### src/pkg/acs_map.svh
`ifndef ACS_MAP_SVH
`define ACS_MAP_SVH
`define ACS_CH_W      7
`define ACS_NUM_CH    100
`define ACS_VAL_W     24
`define ACS_FIRST_RST 7'h00
`define ACS_LAST_RST  7'h00
`endif

### src/pkg/acs_pkg.sv
package acs_pkg;
  typedef enum logic [2:0] {
    ACS_OP_FIRST,
    ACS_OP_LAST,
    ACS_OP_STEP,
    ACS_OP_CLOSE,
    ACS_OP_INPUT,
    ACS_OP_OPEN_ALL
  } acs_op_t;

  typedef struct packed {
    acs_op_t     op;
    logic        list_end;
    logic [6:0]  chan;
  } acs_cmd_t;

  typedef struct packed {
    logic [6:0]  chan;
    logic [23:0] value;
  } acs_result_t;
endpackage : acs_pkg

### src/hw/acs_sequencer.sv
`timescale 1ns/100ps
`default_nettype none
`include "acs_map.svh"

module acs_sequencer #(
  parameter int NUM_CH = `ACS_NUM_CH
) (
  input  wire logic                core_clk_i,   // system clock 100 MHz
  input  wire logic                rstn_i,       // async reset, active low
  input  wire logic                cmd_valid_i,  // command strobe, one cycle
  input  wire acs_pkg::acs_cmd_t   cmd_i,        // command word
  output logic                     cmd_ready_o,  // idle, command may be taken
  output logic [NUM_CH-1:0]        relay_o,      // relay closed per channel
  output logic                     meas_trig_o,  // voltmeter trigger pulse
  input  wire logic                meas_done_i,  // voltmeter result strobe
  input  wire logic [23:0]         meas_value_i, // voltmeter result
  output logic                     result_valid_o, // result pulse
  output acs_pkg::acs_result_t     result_o      // channel and value reported
);

  // ---------------------------------------------------------------
  // state
  // ---------------------------------------------------------------
  typedef enum logic [1:0] {ST_IDLE, ST_BREAK, ST_WAIT} acs_state_t;

  // one step of the current channel, at the channel field width
  localparam logic [`ACS_CH_W-1:0] CH_STEP = {{(`ACS_CH_W-1){1'b0}}, 1'b1};

  // command sequencing
  acs_state_t              state_q, state_d;
  logic [`ACS_CH_W-1:0]    first_q, first_d;
  logic [`ACS_CH_W-1:0]    last_q, last_d;
  logic [`ACS_CH_W-1:0]    cur_q, cur_d;
  logic                    list_q, list_d;
  logic                    trig_q, trig_d;
  logic                    rdy_q, rdy_d;

  // relay bank requests, decoded once and applied in every channel
  logic                    rly_clr;
  logic                    rly_set;
  logic [`ACS_CH_W-1:0]    rly_ch;
  logic [NUM_CH-1:0]       relay_q;

  // measurement result
  logic                    rv_q, rv_d;
  acs_pkg::acs_result_t    res_q, res_d;

  // step decode; equal bounds count as a downward scan that is already done
  logic                    step_move;
  logic                    step_up;

  assign step_move = (cur_q != last_q);
  assign step_up   = (last_q > first_q);

  // ---------------------------------------------------------------
  // command sequencing
  // ---------------------------------------------------------------
  // a command is taken only in idle; one sent while busy is dropped
  always_comb begin
    state_d = state_q;
    first_d = first_q;
    last_d  = last_q;
    cur_d   = cur_q;
    list_d  = list_q;
    trig_d  = 1'b0;

    // no relay request unless a command below asks for one
    rly_clr = 1'b0;
    rly_set = 1'b0;
    rly_ch  = cmd_i.chan;
    unique case (state_q)
      ST_IDLE: begin
        if (cmd_valid_i) begin
          unique case (cmd_i.op)
            acs_pkg::ACS_OP_FIRST: begin
              // bounds only: the relay requests stay low
              first_d = cmd_i.chan;
              cur_d   = cmd_i.chan;
            end
            acs_pkg::ACS_OP_LAST: begin
              last_d = cmd_i.chan;
            end
            acs_pkg::ACS_OP_STEP: begin
              // a step at the last bound is refused and changes nothing
              if (step_move) begin
                if (step_up) begin
                  cur_d = cur_q + CH_STEP;
                end else begin
                  cur_d = cur_q - CH_STEP;
                end
                rly_clr = 1'b1;
                state_d = ST_BREAK;
              end
            end
            acs_pkg::ACS_OP_CLOSE: begin
              // the first item of a list opens whatever was closed before
              rly_clr = !list_q;
              rly_set = 1'b1;
              list_d  = !cmd_i.list_end;
              cur_d   = cmd_i.chan;
              if (cmd_i.list_end && !list_q) begin
                trig_d  = 1'b1;
                state_d = ST_WAIT;
              end
            end
            acs_pkg::ACS_OP_INPUT: begin
              rly_set = 1'b1;
              cur_d   = cmd_i.chan;
              trig_d  = 1'b1;
              state_d = ST_WAIT;
            end
            acs_pkg::ACS_OP_OPEN_ALL: begin
              // also abandons a list that was never finished
              rly_clr = 1'b1;
              list_d  = 1'b0;
            end
            default: begin
              // codes above the last command are ignored
            end
          endcase
        end
      end
      ST_BREAK: begin
        // the bank was fully open for one cycle, so break comes before make
        rly_clr = 1'b1;
        rly_set = 1'b1;
        rly_ch  = cur_q;
        state_d = ST_IDLE;
      end
      ST_WAIT: begin
        // commands are refused until the voltmeter answers
        if (meas_done_i) begin
          state_d = ST_IDLE;
        end
      end
      default: begin
        state_d = ST_IDLE;
      end
    endcase
    // ready follows the next state, so no busy cycle shows ready
    rdy_d = (state_d == ST_IDLE);
  end

  // bounds only change on their own set commands
  always_ff @(posedge core_clk_i or negedge rstn_i) begin
    if (!rstn_i) begin
      state_q <= ST_IDLE;
      first_q <= `ACS_FIRST_RST;
      last_q  <= `ACS_LAST_RST;
      cur_q   <= `ACS_FIRST_RST;
      list_q  <= 1'b0;
      trig_q  <= 1'b0;
      rdy_q   <= 1'b1;
    end else begin
      state_q <= state_d;
      first_q <= first_d;
      last_q  <= last_d;
      cur_q   <= cur_d;
      list_q  <= list_d;
      trig_q  <= trig_d;
      rdy_q   <= rdy_d;
    end
  end

  // ---------------------------------------------------------------
  // relay bank
  // ---------------------------------------------------------------
  // one flop per channel; a channel number outside the bank matches no flop,
  // so such a command closes nothing but is still measured
  for (genvar gi = 0; gi < NUM_CH; gi++) begin : g_relay
    logic bit_q;
    logic bit_d;

    always_comb begin
      bit_d = bit_q & ~rly_clr;
      if (rly_set && (int'(rly_ch) == gi)) begin
        bit_d = 1'b1;
      end
    end

    always_ff @(posedge core_clk_i or negedge rstn_i) begin
      if (!rstn_i) begin
        bit_q <= 1'b0;
      end else begin
        bit_q <= bit_d;
      end
    end

    assign relay_q[gi] = bit_q;
  end : g_relay

  // ---------------------------------------------------------------
  // measurement result
  // ---------------------------------------------------------------
  // result_o holds until the next answer, so a slow host still finds it
  always_comb begin
    rv_d  = 1'b0;
    res_d = res_q;
    if ((state_q == ST_WAIT) && meas_done_i) begin
      rv_d        = 1'b1;
      res_d.chan  = cur_q;
      res_d.value = meas_value_i;
    end
  end

  always_ff @(posedge core_clk_i or negedge rstn_i) begin
    if (!rstn_i) begin
      rv_q  <= 1'b0;
      res_q <= '0;
    end else begin
      rv_q  <= rv_d;
      res_q <= res_d;
    end
  end

  // ---------------------------------------------------------------
  // outputs
  // ---------------------------------------------------------------
  // every output is a flop; nothing combinational reaches a pin
  assign cmd_ready_o    = rdy_q;
  assign relay_o        = relay_q;
  assign meas_trig_o    = trig_q;
  assign result_valid_o = rv_q;
  assign result_o       = res_q;

endmodule : acs_sequencer
`default_nettype wire

### config.mk
export PLATFORM = sky130hd
export DESIGN_NAME = acs_sequencer
export DESIGN_NICKNAME = d
export VERILOG_FILES = /design/src/pkg/acs_pkg.sv /design/src/hw/acs_sequencer.sv
export VERILOG_INCLUDE_DIRS = /design/src /design/src/pkg
export SDC_FILE = /design/constraint.sdc
export NUM_CORES = 1
export LEC_CHECK = 0
export ABC_CLOCK_PERIOD_IN_PS = 4400
export BUFFER_PORTS_ARGS = -buffer_cell sky130_fd_sc_hd__buf_4
export CELL_PAD_IN_SITES_DETAIL_PLACEMENT = 0
export CELL_PAD_IN_SITES_GLOBAL_PLACEMENT = 1
export CORE_ASPECT_RATIO = 1.1
export CORE_MARGIN = 2
export CORE_UTILIZATION = 45
export DETAILED_ROUTE_END_ITERATION = 10
export PLACE_DENSITY = 0.92
export SYNTH_ARGS = -nofsm -noshare
export SYNTH_HDL_FRONTEND = slang
export SYNTH_SLANG_ARGS = --single-unit
### constraint.sdc
create_clock -name core_clk_i -period 4.4 [get_ports core_clk_i]
set_clock_uncertainty 0.1 [all_clocks]
set_input_delay 0.22 -clock core_clk_i [delete_from_list [all_inputs] [get_ports core_clk_i]]
set_output_delay 0.22 -clock core_clk_i [all_outputs]
set_load 0.005 [all_outputs]
# Yosys cells after proc, flatten, opt, wreduce, memory -nomap -nowiden
# Index checks and enable logic that the tools add are counted.
[totals]
regBits = 158
input_bits = 39
elab_cells = 561
[op_classes]
n_addsub = 2
order_cmp = 1
n_eq_ne = 108
n_mux = 123
n_bitwise = 101
reduce_logical = 116
[op_table]
columns = ["op", "n"]
rows = [
  ["7-bit == test, second input constant", 64],
  ["7-bit by 6-bit == test with 1-bit output, second input constant", 20],
  ["1-bit 2-to-1 mux", 108],
  ["1-bit logical AND", 102],
  ["1-bit AND", 100],
  ["7-bit by 5-bit == test with 1-bit output, second input constant", 8],
  ["7-bit by 4-bit == test with 1-bit output, second input constant", 4],
  ["7-bit 2-to-1 mux", 3],
  ["7-bit by 3-bit == test with 1-bit output, second input constant", 2],
  ["7-bit one-hot mux with 2 select lines", 1],
  ["3-bit AND reduction", 3],
  ["2-bit 2-to-1 mux", 4],
  ["1-bit one-hot mux with 2 select lines", 4],
  ["7-bit by 1-bit adder with 7-bit output, second input constant", 1],
  ["7-bit by 2-bit == test with 1-bit output, second input constant", 1],
  ["7-bit greater-than comparator", 1],
  ["7-bit zero test", 1],
  ["7-bit != test", 1],
  ["7-bit by 1-bit subtractor with 7-bit output, second input constant", 1],
  ["3-bit by 2-bit == test with 1-bit output, second input constant", 2],
  ["3-bit == test, second input constant", 2],
  ["2-bit one-hot mux with 3 select lines", 1],
  ["2-bit zero test", 2],
  ["2-bit one-hot mux with 2 select lines", 1],
  ["other kinds (12)", 14],
]

# Logic depth before layout (Yosys ltp)
[depth]
depth_word = 8
ltp_mapped = 12
depth_no_buf = 12

# Least setup slack after synthesis
# Ideal clock, no wire load.
[synth_timing]
path_type = "register -> register"
startpoint = "register last_q[6]"
endpoint = "register cur_q[6]"
arrival_ns = 2.748
setup_slack_ns = 1.428
path_stages_with_launch = 12
period_less_slack_ns = 2.972
cell_sequence = "dfrtp_1 ha_1 a21oi_1 o21ai_0 o22ai_1 ha_1 a211oi_1 o21bai_1 a21oi_1 xor2_1 nor4b_1 a211o_1"
[synth_via]
elab_chain_len = 4
word_cells_on_any_way = 7
[synth_rtl]
columns = ["element", "line_no", "source"]
rows = [
  ["start, declared", "acs_sequencer.sv:32", "logic [`ACS_CH_W-1:0] last_q, last_d;"],
  ["start signal, assigned", "acs_sequencer.sv:149", "last_q <= `ACS_LAST_RST;"],
  ["start signal, assigned", "acs_sequencer.sv:157", "last_q <= last_d;"],
  ["7-bit greater-than comparator", "acs_sequencer.sv:53", "assign step_up = (last_q > first_q);"],
  ["7-bit 2-to-1 mux", "acs_sequencer.sv:86", "if (step_up) begin"],
  ["7-bit 2-to-1 mux", "acs_sequencer.sv:85", "if (step_move) begin"],
  ["7-bit one-hot mux with 2 select lines", "acs_sequencer.sv:74", "unique case (cmd_i.op)"],
  ["end signal, assigned", "acs_sequencer.sv:150", "cur_q <= `ACS_FIRST_RST;"],
  ["end signal, assigned", "acs_sequencer.sv:158", "cur_q <= cur_d;"],
  ["end, declared", "acs_sequencer.sv:33", "logic [`ACS_CH_W-1:0] cur_q, cur_d;"],
]
# Several ways; a longest one is shown, not always the timed one. The select of a mux whose other input is x is not followed.
# A chain may end at the register's enable or synchronous reset.

# Worst setup path in the final report
# Same ends and word-level chain as after synthesis.

==> results.toml <==
[sta]
clock.fmax_mhz = 298.9
hold_viol = 0
slew_viol_final = 0
rsz0062_at_grt = "no"
max_slew.worst_pin.slew_ns = 1.024
setup_viol = 0
fin_crit_ns = 3.346
relSlewSlack_pct = 31.73
tns_ns = 0
whs_ns = 0.01946
finalCritPeriodShare_pct = 76.05

[logic_synthesis]
ys_ff_latch = 158
ys_warn_count = 0
synthFlopType = "dfrtp_1"
synth_edf_count = 0
yosysTopAreaCellShare_pct = 51.97
synth_xor_area_share_pct = 1.159
synth_commonest_cells = "157 x dfrtp_1, 113 x nand2_1, 101 x buf_4, 95 x a22o_1, 41 x nor2_1"
synth_fa_ha_area_share_pct = 2.251
avgSynthCellArea_sq_um = 10.60
yosys.area.top_type = "dfrtp_1"
yosysSeqAreaShare_pct = 52.32
synth_top_family_by_area = "compound AO/OA/AOI/OAI gates"
synthArstFlopShare_pct = 100.0
syn_nets = 765
synth_cells = 713
synth_area_sq_um = 7560
synth_cell_types = 55
yosys-top-cells-area = "dfrtp_1 52%, a22o_1 11%, buf_4 10%, nand2_1 5.6%, nor2_1 2.0%"
synth_compound_area_share_pct = 17.06
yosysMostFrequentCell = "dfrtp_1"
synth-simple-area-share_pct = 12.63
muxShareOfSynthArea_pct = 1.192

[status]
status = "complete, no violations"

[final_layout]
post-route-cell-area_sq_um = 9062
antennaDiodeCount = 0
fillers = 1442
drive_gt1_share_pct = 27.96
area_delta_synth_final_pct = 19.88
nNetsFinal = 858

[clocking]
cts.sinks = 158
clk_pin_slew_ns = 0.07
cts_max_level = 4
clkLatencyLatePin_ns = 0.43
cts_buffers = 17
post_cts.repair.setup_buffers = 0
root_buffer = "clkbuf_16"
cts_tree = "done"
cts_max_path_buffers = 2

[drt]
route.detailed.drc = 0
vias = 5509
first_pass_iters = 5
drtIter0Drc = 438
via_per_inst = 5.385
detail_route.wl_per_cell_um = 18.00
drtAntennaViolNets = 0
totalWireLength_um = 18410

[min_path]
holdCritPathClass = "in -> reg"

[floorplan]
fp.dieW_um = 127.6
initial_core_util_pct = 46.01
coreArea_sq_um = 16430
die_h_um = 139.9
die_area_sq_um = 17850
io_pins = 173
rows = 49

[global_routing]
grt_start_max_net_pins = 101
first_global_vias = 5470
antenna_found_initial = 0
grt_pass1_wl_um = 29440
grt_usage_pct = 20.97
grt.overflow.total = 0

[setup_path]
path_class = "reg -> reg"
worstPathMaxFanout = 7
crit_required_ns = 4.62
critPathLaunchType = "flop"
critPathArrivalTime_ns = 3.56
cp-end-kind = "flop"
r2r_slack_ns = 1.05

[pwr]
leakagePower_nw = 4.645
powerDensity_nw_per_um2 = 464.4
total_power_w = 0.004209
vdd.ir_drop.worst_mv = 0.3169

[placed_design]
dpl.hpwl_um = 12470
place.gp.congestion = 0.7778
placed_area_sq_um = 8227
port_buffers = 172

[flow_run]
maxCapViolations = 0
[report_power, final]
group	total [W]	switching [W]	internal (W)
clock network	0.00136	0.000618	0.000746
registers	0.00182	0.000190	0.00163
logic	0.00102	0.000524	0.000497
total	0.00421	0.00133	0.00288
[stage by stage]
step	util, %	worst slack (ns)	cells
finish	55.16	1.054	1023
global route	55.16	0.8094	1023
CTS	55.16	1.100	1023
detailed placement	50.07	1.104	962
global placement	50.07	1.188	962
floorplan	-	1.428	713
[final cells by class]
| class | instances | area (sq um) | area share [%] |
|---|---|---|---|
| inverters | 21 | 78.83 | 0.8698 |
| well taps | 204 | 255.2 | 2.817 |
| clock inverters | 14 | 106.4 | 1.174 |
| clock buffers | 18 | 439.2 | 4.846 |
| repair buffers | 207 | 1630 | 17.99 |
| multi-input cells | 401 | 2597 | 28.66 |
| flip-flops and latches | 158 | 3955 | 43.64 |
[worst paths after layout]
check / start / end / cells past startpoint
max in group asynchronous: rstn_i / cmd_ready_o$_DFF_PN1_ / 3
setup / recovery: last_q[6]$_DFFE_PN0P_ / cur_q[6]$_DFFE_PN0P_ / 11
min in group asynchronous: rstn_i / g_relay[36].bit_q$_DFF_PN0_ / 2
hold reg to reg: result_o[2]$_DFFE_PN0P_ / result_o[2]$_DFFE_PN0P_ / 2
setup reg to reg: last_q[6]$_DFFE_PN0P_ / cur_q[6]$_DFFE_PN0P_ / 11
hold / removal: cmd_i[6] / last_q[6]$_DFFE_PN0P_ / 2
[timing repair]
item | in CTS | in global routing
endpoints found under the hold margin | 108 | 0
hold buffers | 29 | 0
gates resized for setup | 0 | 0
[cells in the final DEF, fill, tap and decap left out, types with 3 or more instances in the layout]
cell	instances
a32o_1	5
xor2_1	6
dlygate4sd3_1	29
nand3b_1	4
a21oi_1	15
clkinv_2	5
inv_1	21
nand2b_1	7
mux2_2	5
nor3_1	11
a21o_1	3
buf_4	177
dfrtp_1	157
a31oi_1	13
nor2_1	41
o21ai_0	14
a22o_1	95
ha_1	12
inv_6	4
o21ai_1	5
nor3b_1	5
nand2_1	113
clkbuf_16	17
xnor2_1	4
[logic make-up (layout without fill, tap and decap cells)]
| family | after synthesis | in the layout |
|---|---|---|
| compound gates | 166 | 166 |
| xor+xnor | 10 | 10 |
| fa+ha+maj | 13 | 13 |
| buf+inv | 154 | 260 |
| flops | 158 | 158 |
| mux | 8 | 8 |
| simple gates | 204 | 204 |
[flip-flops by register name, summed over array words and instances (netlist names)]
signal	count
meas_trig_o	1
last_q	7
cmd_ready_o	1
g_relay.bit_q	100
result_valid_o	1
state_q	2
list_q	1
first_q	7
result_o	31
cur_q	7
[critical path, stage by stage (launching register included)]
cell      delay [ns]
dfrtp_1         0.40
ha_1            0.31
a21oi_1         0.13
o21ai_0         0.11
o22ai_1         0.58
ha_1            0.41
a211oi_1        0.34
o21bai_1        0.12
a21oi_1         0.18
xor2_1          0.20
nor4b_1         0.08
a211o_1         0.29
[routing by layer]
metal  GRT usage, %  wire length (um)
met5              0                 0
met4          5.784               200
met3          4.889              1239
met2          33.94              8875
met1          28.45              8093
Note: power is estimated with default switching activity, not from simulation.
